`src/hdl/fcirq_map.vh`:
```
/*
  Holds the register offsets, field positions and reset values of the flash
  controller interrupt logic.
  Assumes it is included by bare name from files under hdl/.
*/
`ifndef FCIRQ_MAP_VH
`define FCIRQ_MAP_VH

`define FCIRQ_ADDR_W        12
`define FCIRQ_DATA_W        32
`define FCIRQ_RAW_OFS       12'h00c
`define FCIRQ_MASK_OFS      12'h010
`define FCIRQ_MIS_OFS       12'h014
`define FCIRQ_ACC_BIT       0
`define FCIRQ_PROG_BIT      1
`define FCIRQ_NUM_SRC       2
`define FCIRQ_MASK_RST      2'h0
`define FCIRQ_FLAG_RST      1'h0
`define FCIRQ_RDATA_RST     32'h0000_0000

`endif

```
`src/hdl/fcirq_flag.v`:
```
/*
  Holds one sticky event flag that hardware sets and software clears.
  Assumes set and clear are single-cycle terms from the ref_clk domain.
*/
`timescale 1ns/1ps
`include "fcirq_map.vh"

module fcirq_flag (
  input  wire ref_clk,
  input  wire rst,
  input  wire set,
  input  wire clr,
  output reg  flag_r
);

  // A clear that meets a new event in the same cycle must not lose the event.
  always @(posedge ref_clk or posedge rst) begin
    if (rst) begin
      flag_r <= `FCIRQ_FLAG_RST;
    end else if (set) begin
      flag_r <= 1'b1;
    end else if (clr) begin
      flag_r <= 1'b0;
    end
  end

endmodule // fcirq_flag

```
`src/hdl/fcirq_prot_chk.v`:
```
/*
  Holds the check of a flash read or program attempt against the per-block
  read and program enable bits, and reports a forbidden attempt.
  Assumes attempts, block index and enable vectors come from ref_clk logic.
*/
`timescale 1ns/1ps

module fcirq_prot_chk #(
  parameter NUM_BLK = 32,
  parameter BLK_W   = 5
) (
  input  wire               ref_clk,
  input  wire               rst,
  input  wire               read_attempt,
  input  wire               program_attempt,
  input  wire [BLK_W-1:0]   access_block,
  input  wire [NUM_BLK-1:0] flash_read_protect_enable,
  input  wire [NUM_BLK-1:0] flash_program_protect_enable,
  output reg                violation_r
);

  wire rd_ok;
  wire pg_ok;

  // An index past the last block has no enable bit and counts as forbidden.
  assign rd_ok = (access_block < NUM_BLK) && flash_read_protect_enable[access_block];
  assign pg_ok = (access_block < NUM_BLK) && flash_program_protect_enable[access_block];

  always @(posedge ref_clk or posedge rst) begin
    if (rst) begin
      violation_r <= 1'b0;
    end else begin
      violation_r <= (read_attempt && !rd_ok) || (program_attempt && !pg_ok);
    end
  end

endmodule // fcirq_prot_chk

```
`src/hdl/fcirq_top.v`:
```
/*
  Holds the interrupt masking and reporting logic of the flash controller:
  raw event flags, the mask register, the masked status and clear register,
  and the single interrupt request to the processor interrupt controller.
  Assumes all inputs come from logic on ref_clk, and a register port master
  that issues one-cycle strobes and takes read data in the following cycle.
*/
// How it works
// With the program-done mask bit set, a raw program-done flag raises the interrupt request.
// With the bad-access mask bit set, a raw bad-access flag raises the interrupt request.
// With a mask bit clear, its raw flag is still recorded but never reaches the request.
// Masked status bit 1 reads one only when a programming cycle completed and its mask is set.
// Writing one to masked status bit 1 clears it and the raw program-done flag; zero does nothing. The code clears only with mask bit 1 set.
// Masked status bit 0 reads one only when a bad access was tried and its mask is set.
// Writing one to masked status bit 0 clears it and the raw bad-access flag; zero does nothing. The code clears only with mask bit 0 set.
// Bits 31 to 2 of the mask and masked status registers are read-only and software leaves them alone.
// The raw program-done flag is set when a word write, page erase or mass erase cycle finishes.
// The raw bad-access flag is set by a read or program attempt that the protection enables forbid.
// The interrupt request is high while either masked status bit is one and low once both are clear.
`timescale 1ns/1ps
`include "fcirq_map.vh"

module fcirq_top #(
  parameter NUM_BLK = 32,
  parameter BLK_W   = 5
) (
  input  wire                     ref_clk,
  input  wire                     rst,
  input  wire [`FCIRQ_ADDR_W-1:0] reg_addr,
  input  wire [`FCIRQ_DATA_W-1:0] reg_wdata,
  input  wire                     reg_wr,
  input  wire                     reg_rd,
  output reg  [`FCIRQ_DATA_W-1:0] reg_rdata_r,
  input  wire                     write_done,
  input  wire                     page_erase_done,
  input  wire                     mass_erase_done,
  input  wire                     read_attempt,
  input  wire                     program_attempt,
  input  wire [BLK_W-1:0]         access_block,
  input  wire [NUM_BLK-1:0]       flash_read_protect_enable,
  input  wire [NUM_BLK-1:0]       flash_program_protect_enable,
  output reg                      flash_irq_r
);

  reg  [`FCIRQ_NUM_SRC-1:0] flash_irq_mask_r;
  reg  [`FCIRQ_NUM_SRC-1:0] flash_irq_mask_nxt;
  wire [`FCIRQ_NUM_SRC-1:0] flash_raw_irq_status;
  wire [`FCIRQ_NUM_SRC-1:0] flash_masked_irq_status;
  wire [`FCIRQ_NUM_SRC-1:0] raw_set;
  wire [`FCIRQ_NUM_SRC-1:0] raw_clr;
  wire [`FCIRQ_NUM_SRC-1:0] raw_nxt;
  wire                      bad_access_hit;
  reg  [`FCIRQ_DATA_W-1:0]  rdata_nxt;

  // Widens a source vector to a bus word; the bits above read as zero.
  function [`FCIRQ_DATA_W-1:0] fcirq_word;
    input [`FCIRQ_NUM_SRC-1:0] bits;
    begin
      fcirq_word = {{(`FCIRQ_DATA_W-`FCIRQ_NUM_SRC){1'b0}}, bits};
    end
  endfunction

  fcirq_prot_chk #(
    .NUM_BLK (NUM_BLK),
    .BLK_W   (BLK_W)
  ) u_prot_chk (
    .ref_clk                      (ref_clk),
    .rst                          (rst),
    .read_attempt                 (read_attempt),
    .program_attempt              (program_attempt),
    .access_block                 (access_block),
    .flash_read_protect_enable    (flash_read_protect_enable),
    .flash_program_protect_enable (flash_program_protect_enable),
    .violation_r                  (bad_access_hit)
  );

  assign raw_set[`FCIRQ_PROG_BIT] = write_done || page_erase_done || mass_erase_done;
  assign raw_set[`FCIRQ_ACC_BIT]  = bad_access_hit;

  // A write of one clears only a bit that currently shows as masked status,
  // so a masked-off flag cannot be cleared through this register.
  assign raw_clr = (reg_wr && reg_addr == `FCIRQ_MIS_OFS) ?
                   (reg_wdata[`FCIRQ_NUM_SRC-1:0] & flash_masked_irq_status) :
                   {`FCIRQ_NUM_SRC{1'b0}};

  genvar gi;
  generate
    for (gi = 0; gi < `FCIRQ_NUM_SRC; gi = gi + 1) begin : g_src
      fcirq_flag u_flag (
        .ref_clk (ref_clk),
        .rst     (rst),
        .set     (raw_set[gi]),
        .clr     (raw_clr[gi]),
        .flag_r  (flash_raw_irq_status[gi])
      );
      assign raw_nxt[gi] = raw_set[gi] || (flash_raw_irq_status[gi] && !raw_clr[gi]);
    end
  endgenerate

  assign flash_masked_irq_status = flash_raw_irq_status & flash_irq_mask_r;

  always @* begin
    flash_irq_mask_nxt = flash_irq_mask_r;
    if (reg_wr && reg_addr == `FCIRQ_MASK_OFS) begin
      flash_irq_mask_nxt = reg_wdata[`FCIRQ_NUM_SRC-1:0];
    end
  end

  always @* begin
    rdata_nxt = `FCIRQ_RDATA_RST;
    if (reg_rd) begin
      case (reg_addr)
        `FCIRQ_RAW_OFS:  rdata_nxt = fcirq_word(flash_raw_irq_status);
        `FCIRQ_MASK_OFS: rdata_nxt = fcirq_word(flash_irq_mask_r);
        `FCIRQ_MIS_OFS:  rdata_nxt = fcirq_word(flash_masked_irq_status);
        default:         rdata_nxt = `FCIRQ_RDATA_RST;
      endcase
    end
  end

  always @(posedge ref_clk or posedge rst) begin
    if (rst) begin
      flash_irq_mask_r <= `FCIRQ_MASK_RST;
      reg_rdata_r      <= `FCIRQ_RDATA_RST;
      flash_irq_r      <= 1'b0;
    end else begin
      flash_irq_mask_r <= flash_irq_mask_nxt;
      reg_rdata_r      <= rdata_nxt;
      // The request follows the flags and mask in the same cycle they change.
      flash_irq_r      <= |(raw_nxt & flash_irq_mask_nxt);
    end
  end

endmodule // fcirq_top
```
`config.mk`:
```
export PLATFORM = sky130hd
export DESIGN_NAME = fcirq_top
export DESIGN_NICKNAME = d
export VERILOG_FILES = /design/src/hdl/fcirq_flag.v /design/src/hdl/fcirq_prot_chk.v /design/src/hdl/fcirq_top.v
export VERILOG_INCLUDE_DIRS = /design/src /design/src/hdl
export SDC_FILE = /design/constraint.sdc
export NUM_CORES = 1
export LEC_CHECK = 0
export ABC_AREA = 1
export BUFFER_PORTS_ARGS = -buffer_cell sky130_fd_sc_hd__buf_2
export CAP_MARGIN = 15
export CELL_PAD_IN_SITES_DETAIL_PLACEMENT = 1
export CELL_PAD_IN_SITES_GLOBAL_PLACEMENT = 1
export CORE_UTILIZATION = 21
export CTS_CLUSTER_DIAMETER = 40
export DETAILED_ROUTE_END_ITERATION = 10
export PLACE_DENSITY = 0.8
export SYNTH_ARGS = -nofsm -noshare
export SYNTH_HDL_FRONTEND = slang
export SYNTH_SLANG_ARGS = --single-unit
```
`constraint.sdc`:
```
create_clock -name ref_clk -period 0.95 [get_ports ref_clk]
set_input_delay 0.095 -clock ref_clk [delete_from_list [all_inputs] [get_ports ref_clk]]
set_output_delay 0.095 -clock ref_clk [all_outputs]
set_load 0.03 [all_outputs]
```
## Yosys cells after proc, flatten, opt, wreduce, memory -nomap -nowiden

Cells that the tools add are included.

| operators by class | value |
|---|---|
| order comparisons | 1 |
| equal/unequal tests | 3 |
| multiplexer cells | 12 |
| bitwise logic cells | 3 |
| reductions and logical operators | 18 |

Operators with widths:

| kind | count |
|---|---|
| $eq 12x5->1 const B | 2 |
| $eq 12x4->1 const B | 1 |
| $bmux 1 s5 | 2 |
| $and 2x2->2 | 3 |
| $logic_and 1x1->1 | 6 |
| $lt 5x6->1 const B | 1 |
| $mux 1 | 6 |
| $mux 2 | 3 |
| $pmux 2 s3 | 1 |
| $logic_or 1x1->1 | 5 |
| $logic_not 1->1 | 4 |
| $reduce_bool 2->1 | 2 |
| $reduce_or 2->1 | 1 |

| word-level totals | value |
|---|---|
| bits in registers | 38 |
| input bits | 122 |
| output and inout port bits | 33 |

## Longest topological paths before layout

Gate-level depths: netlist of the first run.

| logic depth | value |
|---|---|
| depth in word-level cells | 8 |
| mapped depth | 12 |

## Modules after synthesis

A second synthesis of the first run with hierarchy kept.

| second synthesis, totals | value |
|---|---|
| cell total of the unflattened synthesis | 308 |
| area, all modules | 1634.1 um^2 |

Modules (own cells, without submodules):

| module | instances | cells an instance | area an instance (um^2) | sequential area each (um^2) |
|---|---|---|---|---|
| fcirq_prot_chk | 1 | 191 | 852.1 | 25.0 |
| fcirq_top | 1 | 105 | 694.4 | 125.1 |
| fcirq_flag | 2 | 6 | 43.8 | 25.0 |

## Least setup slack after synthesis of the first run

Ideal clock, no wire load.

| timing | value |
|---|---|
| kind | in2reg |
| start point | input port access_block[1] |
| end point | register u_prot_chk.violation_r |
| arrival | 0.844 ns |
| path slack | -0.012 ns |
| stages on the path | 10 |
| cells stage by stage | buf_6 -> inv_1 -> buf_6 -> nand2_1 -> nand3_1 -> nand3_1 -> nand2_1 -> nand2_1 -> nand3_1 -> nand2_1 |

| between the ends | value |
|---|---|
| cells in the longest elaborated chain, start to end | 5 |

RTL lines:

| item | line | source |
|---|---|---|
| start: declaration | fcirq_top.v:39 | `input wire [BLK_W-1:0] access_block,` |
| $bmux 1 s5 (on tied branches) | fcirq_prot_chk.v:26, fcirq_prot_chk.v:27 |  |
| $mux 1 (on tied branches) | fcirq_prot_chk.v:26, fcirq_prot_chk.v:27 |  |
| $logic_not 1->1 | fcirq_prot_chk.v:33 | `violation_r <= (read_attempt && !rd_ok) \|\| (program_attempt && !pg_ok);` |
| $logic_and 1x1->1 | fcirq_prot_chk.v:33 |  |
| $logic_or 1x1->1 * | fcirq_prot_chk.v:33 |  |
| end signal: assignment | fcirq_prot_chk.v:33 |  |
| end: declaration | fcirq_prot_chk.v:19 | `output reg violation_r` |

Every way passes the cells marked *; elsewhere a longest branch is shown, timed or not. The select of a mux whose other input is x is not followed.
A chain may end at the register's enable or synchronous reset.

## Worst setup path after layout of the first run

| timing | value |
|---|---|
| start point | input port reg_addr[10] |
| end point | register flash_irq_r |

| between the ends | value |
|---|---|
| cells in the longest elaborated chain, start to end | 8 |

RTL lines:

| item | line | source |
|---|---|---|
| start: declaration | fcirq_top.v:29 | `` input wire [`FCIRQ_ADDR_W-1:0] reg_addr, `` |
| $eq 12x5->1 | n/a |  |
| $logic_and 1x1->1 (no source line) | n/a |  |
| $mux 2 | fcirq_top.v:82 | `` assign raw_clr = (reg_wr && reg_addr == `FCIRQ_MIS_OFS) ? `` |
| $logic_not 1->1 | fcirq_top.v:96 | `assign raw_nxt[gi] = raw_set[gi] \|\| (flash_raw_irq_status[gi] && !raw_clr[gi]);` |
| $logic_and 1x1->1 | fcirq_top.v:96 |  |
| $logic_or 1x1->1 | fcirq_top.v:96 |  |
| $and 2x2->2 * | fcirq_top.v:130 | `flash_irq_r <= \|(raw_nxt & flash_irq_mask_nxt);` |
| $reduce_or 2->1 * | fcirq_top.v:130 |  |
| end signal: assignment | fcirq_top.v:130 |  |
| end: declaration | fcirq_top.v:42 | `output reg flash_irq_r` |

Every way passes the cells marked *; elsewhere a longest branch is shown, timed or not.

==> impl_metrics.tcl, run 1 <==
set metrics [dict create \
    place.detailed.hpwl_mm 4.68 \
    fp.dieArea_um2 7470 \
    worst-endpoint-arrival_ns 1.06 \
    min_to "g_src[1].u_flag.flag_r" \
    ioPinCount 155 \
    p_leak_uw 0.00141 \
    synth_top_family_by_area "simple AND/OR/NAND/NOR gates" \
    final_antenna_net_count 0 \
    worst_path_largest_cell_delay_ns 0.17 \
    finalHoldViolations 0 \
    worst_slack_ns 0.00670 \
    ctsRootBufferMaster "sky130_fd_sc_hd__clkbuf_8" \
    synth_mux_area_share_pct 0 \
    worst_ep_required_time_ns 1.07 \
    slew_viol_final 0 \
    clock_tree.buffer_depth 2 \
    final.period_utilization_pct 99.3 \
    rsz0062_at_grt "true" \
    post_route_cells_drive_above_1_share_pct 39.1 \
    worst-r2r-cell-count 5 \
    fin_total_pwr_uw 1650 \
    global_route.usage.total_pct 15.3 \
    synth_seq_cells 8 \
    synthDistinctLibCells 20 \
    core_um2 6830 \
    wl_mm 6.18 \
    deepest_level_of_the_cts_h_tree 1 \
    timing.critical_path.fanout_max 4 \
    yosys.area_share.simple_pct 50.7 \
    source_to_sink_clock_delay_at_the_later_pin_of_the_worst_skew_pair_ns 0.23 \
    layout.cells.most_common "sky130_fd_sc_hd__nand2_1" \
    first_global_vias 2010 \
    number_of_vias_after_detailed_routing 1961 \
    avgSynthCellArea_um2 5.39 \
    hp-class "in -> reg" \
    cell_depth_of_the_worst_min_delay_path 3 \
    regToRegStartpoint "flash_irq_mask_r[1]" \
    cts_inserted_buffers 3 \
    n_antenna_cell 0 \
    die_h_um 86.5 \
    fmax_mhz 1060 \
    grt_start_max_net_pins 18 \
    timing.critical_path.cells "buf_6 > nor2_4 > nand2_4 > nor2_4 > nand3_2 > o21ai_2 > nand2_1 > nand2_1 > nand2_1" \
    complex_gate_fraction_of_the_synthesized_area_pct 3.51 \
    via_per_inst 4.09 \
    cts_tree "done" \
    design.final.nets 508 \
    numPlacedInstances 469 \
    critical-path-slowest-cell "sky130_fd_sc_hd__nor2_4" \
    max-cap-violations 0 \
    powerDensity_nw_per_um2 696 \
    die_x_um 86.5 \
    arithmetic_cell_share_of_the_synthesized_area_counting_full_adders_half_adders_and_majority_gates_pct 0 \
    placement.cell_area_um2 1990 \
    sequential_element_share_of_the_synthesized_area_pct 13.4 \
    tritoncts_num_sinks 8 \
    cell_area_after_synthesis_um2 1500 \
    run_status "complete, no violations" \
    fin_crit_period_ns 0.943 \
    yosysWarningCount 0 \
    first_iter_violations 40 \
    grt_pass1_wl_mm 9.07 \
    worst_clock_skew_ns 0.00128 \
    setup_viol 0 \
    layout_common_cells "sky130_fd_sc_hd__nand2_1 (109), sky130_fd_sc_hd__buf_2 (89), sky130_fd_sc_hd__nand3_1 (37), sky130_fd_sc_hd__inv_1 (36), sky130_fd_sc_hd__conb_1 (30)" \
    rr_endpoint "flash_irq_r" \
    min_from "mass_erase_done" \
    synthesis.instances 278 \
    rows 30 \
    antenna_found_initial 0 \
    final_gp_congestion 0.842 \
    critPathMostFrequentCell "sky130_fd_sc_hd__nand2_1" \
    routed_wire_length_per_instance_um 12.9 \
    max-vdd-ir-drop_mv 0.257 \
    worst_setup_hold_path_clk_slew_ns 0.04 \
    worstSetupEndpointType "register" \
    reg2reg_slack_ns 0.03 \
    drt_pre_antenna_iters 4 \
    initial_core_util_pct 21.9 \
    final-instance-count-excl-fill 480 \
    dp_slack_ns -0.395 \
    post_synthesis_xor_xnor_area_fraction_pct 0 \
    port_buffers 94 \
    final_area_um2 2370 \
    area_delta_synth_final_pct 58.1 \
    drc_errors 0 \
    startpoint_type "primary input" \
    grt_remaining_overflow 0 \
    worst-setup-path-type "in -> reg" \
]
state kept, by name (all words and copies together) (netlist names):
signal	cells
flash_irq_mask_r	2
flash_irq_r	1
u_prot_chk.violation_r	1
reg_rdata_r	2
g_src.u_flag.flag_r	2
critical path, delay by kind of cell:
kind	cells	cell delay, ns
AOI/OAI and AO/OA	1	0.15
buffers and inverters	1	0.10
and+or+nand+nor	7	0.72
synthesized netlist by cell type:
master / instances / share of area [%]
sky130_fd_sc_hd__nor3_1: 1 / 0.33
sky130_fd_sc_hd__buf_4: 32 / 16
sky130_fd_sc_hd__o21ai_1: 5 / 1.7
sky130_fd_sc_hd__o21ai_0: 2 / 0.67
sky130_fd_sc_hd__buf_2: 2 / 0.67
sky130_fd_sc_hd__o31ai_1: 1 / 0.50
sky130_fd_sc_hd__nor2_1: 10 / 2.5
sky130_fd_sc_hd__inv_4: 1 / 0.42
sky130_fd_sc_hd__nor2_2: 3 / 1.3
sky130_fd_sc_hd__nand2_1: 114 / 29
sky130_fd_sc_hd__conb_1: 1 / 0.25
sky130_fd_sc_hd__a21oi_1: 2 / 0.67
sky130_fd_sc_hd__nand4_2: 1 / 0.84
sky130_fd_sc_hd__nand2_2: 1 / 0.42
sky130_fd_sc_hd__inv_1: 39 / 9.8
sky130_fd_sc_hd__nand3_1: 46 / 15
sky130_fd_sc_hd__dfrtp_1: 8 / 13
sky130_fd_sc_hd__nand3_2: 1 / 0.67
sky130_fd_sc_hd__buf_6: 7 / 5.3
sky130_fd_sc_hd__nor2_4: 1 / 0.75
worst max path at each step:
stage                    start                     end  slack (ns)  cells after the start
6_report          reg_addr[10]             flash_irq_r       0.007                      9
5_1_grt           reg_addr[10]             flash_irq_r       -0.08                      9
4_1_cts            reg_addr[1]          reg_rdata_r[0]      0.0002                      9
3_5_place_dp       reg_addr[1]          reg_rdata_r[0]       -0.40                      9
3_3_place_gp   access_block[0]  u_prot_chk.violation_r       -0.21                     11
2_1_floorplan  access_block[0]  u_prot_chk.violation_r      -0.008                     12
metrics by stage:
| step | hold slack (ns) | utilization, % | TNS (ns) |
|---|---|---|---|
| 2_1_floorplan | -0.0893 | - | -0.00792 |
| 3_3_place_gp | 0.0729 | 29.1 | -1.03 |
| 3_5_place_dp | 0.0737 | 29.1 | -2.00 |
| 4_1_cts | 0.0859 | 31.3 | 0 |
| 5_1_grt | 0.0900 | 34.7 | -0.229 |
| 6_report | 0.0860 | 34.7 | 0 |
metal layers:
layer	global-route usage, %	vias to the layer above	part of all wire, %	routed length, um
li1	-	996	-	-
met5	0	-	0	0
met4	3.48	0	1.6	99
met2	29.7	77	54	3320
met1	17.4	880	39	2420
met3	2.10	8	5.4	332
cell type report:
class | instances | area [um^2]
fill | 966 | 4460
multi-input combinational | 218 | 1080
timing repair buffer | 115 | 764
sequential | 8 | 200
inverter | 40 | 165
tap | 96 | 120
clock buffer | 3 | 41.3
timing repair:
| item | in CTS | in global routing |
|---|---|---|
| resized for setup | 20 | 35 |
| hold buffers | 1 | 0 |
| endpoints found under the hold margin | 8 | 0 |
| buffers inserted | 1 | 3 |
| endpoints found under the setup margin | 5 | 4 |
| gates cloned | 1 | 2 |
| pin swaps | 5 | 18 |
power by group:
| group | leakage [uW] | switching (uW) | internal [uW] |
|---|---|---|---|
| logic | 0.00129 | 534 | 355 |
| clock network | 0.0000216 | 136 | 275 |
| registers | 0.0000989 | 1.90 | 349 |
| total | 0.00141 | 671 | 978 |
kinds of logic after synthesis:
group           Yosys count
simple gates            178
buf+inv                  81
compound gates           10
flops                     8
other cells               1
No activity file was read; power rests on OpenSTA's default activity.
==> inputs of run 2 (changes only) <==
ABC_AREA = unset   (was 1)
CORE_UTILIZATION = 20   (was 21)
PLACE_DENSITY = 0.78   (was 0.8)
SLEW_MARGIN = 30   (was unset)
==> run 2 against run 1 <==
  * The flow now finishes with violations (setup timing)
  * Synthesized area fell by 19%
  * Wire length decreased by 38%
  * Die area down 15%
  * Core utilization fell by 1.6 points
  * Via count fell by 33%
  * Clock power down 5.9%
  * Critical endpoint unchanged
  * Combinational power shrank 22%
  * Highest routed layer is now met3
==> impl_metrics.tcl, run 2 <==
set metrics [dict create \
    powerDensity_nw_per_um2 763 \
    yosysWarningCount 0 \
    worst_setup_hold_path_clk_slew_ns 0.04 \
    place.detailed.hpwl_mm 3.40 \
    multiInputGateArea_um2 897 \
    port_buffers 94 \
    layout_common_cells "sky130_fd_sc_hd__buf_2 (90), sky130_fd_sc_hd__conb_1 (30), sky130_fd_sc_hd__mux2i_1 (14), sky130_fd_sc_hd__buf_4 (14), sky130_fd_sc_hd__mux4_2 (9)" \
    timing.critical_path.fanout_max 2 \
    startpoint_type "primary input" \
    synth.top_cells.by_area "sky130_fd_sc_hd__buf_4 (19%), sky130_fd_sc_hd__mux4_2 (17%), sky130_fd_sc_hd__dfrtp_1 (17%)" \
    core_um2 5680 \
    rows 27 \
    finalHoldViolations 0 \
    cell_area_after_synthesis_um2 1210 \
    fp.dieArea_um2 6360 \
    synth_common_cells "sky130_fd_sc_hd__buf_4 (30), sky130_fd_sc_hd__mux2i_1 (14), sky130_fd_sc_hd__mux4_2 (9), sky130_fd_sc_hd__dfrtp_1 (8), sky130_fd_sc_hd__nor2_1 (6)" \
    reg2reg_slack_ns -0.16 \
    synth_top_family_by_area "multiplexers" \
    die_h_um 79.7 \
    worst_clock_skew_ns 0.00210 \
    ctsRootBufferMaster "sky130_fd_sc_hd__clkbuf_8" \
    placement.cell_area_um2 1730 \
    setup.worst_path.start "reg_addr[1]" \
    final_gp_congestion 0.810 \
    global_route.usage.total_pct 11.8 \
    yosys_most_used_dff "sky130_fd_sc_hd__dfrtp_1" \
    design.final.nets 356 \
    use_met3_pct 2.40 \
    setup_viol 8 \
    first_global_vias 1400 \
    run_status "finished with violations" \
    synth_seq_cells 8 \
    hp-class "in -> reg" \
    via_per_inst 4.31 \
    synth_top_area_share_pct 18.6 \
    grt_start_max_net_pins 14 \
    deepest_level_of_the_cts_h_tree 1 \
    drt_pre_antenna_iters 4 \
    post_route_cells_drive_above_1_share_pct 56.5 \
    tritoncts_num_sinks 8 \
    area_delta_synth_final_pct 55.1 \
    final_core_util_pct 33.0 \
    global_route.peak_usage_layer "met2" \
    worst-endpoint-arrival_ns 1.83 \
    synth_mux_area_share_pct 31.8 \
    yosys.area_share.simple_pct 16.6 \
    drc_errors 0 \
    largest_registers "flash_irq_mask_r: 2 flops, g_src.u_flag.flag_r: 2 flops, reg_rdata_r: 2 flops" \
    rr_endpoint "flash_irq_r" \
    fin_crit_period_ns 1.74 \
    dp_slack_ns -1.05 \
    wl_mm 3.84 \
    number_of_vias_after_detailed_routing 1310 \
    worst-setup-path-type "in -> reg" \
    worst-r2r-cell-count 3 \
    max-cap-violations 0 \
    post-synth-top-area-cell "sky130_fd_sc_hd__buf_4" \
    gr-usage-met1_pct 11.5 \
    die_x_um 79.7 \
    synthArstFlopShare_pct 100 \
    synthDistinctLibCells 39 \
    cts_inserted_buffers 3 \
    n_antenna_cell 0 \
    p_leak_uw 0.000947 \
    antenna_found_initial 0 \
    gr_util_met2_pct 24.9 \
    grt_remaining_overflow 0 \
    source_to_sink_clock_delay_at_the_later_pin_of_the_worst_skew_pair_ns 0.22 \
    regToRegStartpoint "u_prot_chk.violation_r" \
    regArea_um2 200 \
    final_antenna_net_count 0 \
    post_synthesis_xor_xnor_area_fraction_pct 0 \
    post_synth_edffs 0 \
    setup.worst_path.end "flash_irq_r" \
    final_area_um2 1870 \
    worst_ep_required_time_ns 1.05 \
    yosysMostFrequentCell "sky130_fd_sc_hd__buf_4" \
    first_iter_violations 8 \
    failed_checks "setup timing" \
    ioPinCount 155 \
    complex_gate_fraction_of_the_synthesized_area_pct 12.0 \
    slew_viol_final 0 \
    fmax_mhz 576 \
    initial_core_util_pct 21.3 \
    final.period_utilization_pct 183 \
    grt_pass1_wl_mm 5.88 \
    fin_total_pwr_uw 1430 \
    arithmetic_cell_share_of_the_synthesized_area_counting_full_adders_half_adders_and_majority_gates_pct 0 \
    layout.cells.most_common "sky130_fd_sc_hd__buf_2" \
    max-vdd-ir-drop_mv 0.319 \
    cts_tree "done" \
    fin_hold_ws_ns 0.135 \
    clock_tree.buffer_depth 2 \
    rsz0062_at_grt "true" \
    fillCellCount 716 \
    routed_wire_length_per_instance_um 12.6 \
    worst_slack_ns -0.785 \
    sequential_element_share_of_the_synthesized_area_pct 16.6 \
    synthesis.instances 128 \
    avgSynthCellArea_um2 9.44 \
    worstSetupEndpointType "register" \
]
-- run 2: final cells by class --
type | count | area share, %
Inverter | 4 | 0.801
Sequential cell | 8 | 10.7
Timing Repair Buffer | 110 | 33.6
Tap cell | 72 | 4.81
Clock buffer | 3 | 2.20
Multi-Input combinational cell | 107 | 47.9
-- run 2: repair_timing --
| item | CTS | global route |
|---|---|---|
| setup endpoints to repair | 8 | 8 |
| gates resized for setup | 13 | 5 |
| hold buffers | 1 | 0 |
| buffers inserted | 1 | 1 |
| endpoints found under the hold margin | 8 | 0 |
| pin swaps | 6 | 1 |
-- run 2: how the worst min path moves through the flow --
stage               startpoint                  end  slack (ns)  depth (start not counted)
floorplan                  rst  flash_irq_mask_r[0]       -0.09                          1
global placement           rst       reg_rdata_r[0]        0.04                          2
detailed placement         rst          flash_irq_r        0.05                          2
CTS                     reg_rd       reg_rdata_r[0]        0.12                          3
global route            reg_rd       reg_rdata_r[1]        0.13                          3
finish                  reg_rd       reg_rdata_r[1]        0.13                          3
-- run 2: power by group --
part / internal (uW) / switching (uW)
combinational: 322 / 369
clock: 273 / 113
sequential: 350 / 3.67
total: 944 / 486
-- run 2: stage by stage --
stage	setup TNS [ns]	cells
6_report	-3.51	304
3_3_place_gp	-4.82	298
2_1_floorplan	-3.40	157
4_1_cts	-3.26	303
3_5_place_dp	-5.21	298
5_1_grt	-3.90	304
-- run 2: routing by layer --
layer / vias to the layer above / share of wire, %
li1: 627 / -
met1: 610 / 35
met2: 73 / 57
met3: 0 / 7.6
met4: 0 / 0
met5: - / 0
-- run 2: logic make-up (layout without fill, tap and decap cells) --
group | count (synthesis) | after routing
buffers and inverters | 42 | 117
AND/OR/NAND/NOR | 32 | 32
multiplexers | 26 | 26
AO/OA/AOI/OAI | 19 | 19
flip-flops | 8 | 8
other | 1 | 30
-- run 2: critical path, cell delays in order --
cell                      delay (ns)
sky130_fd_sc_hd__buf_6          0.09
sky130_fd_sc_hd__or4_4          0.53
sky130_fd_sc_hd__nor4_4         0.27
sky130_fd_sc_hd__and4b_4        0.30
sky130_fd_sc_hd__mux2_4         0.31
sky130_fd_sc_hd__a22o_1         0.23
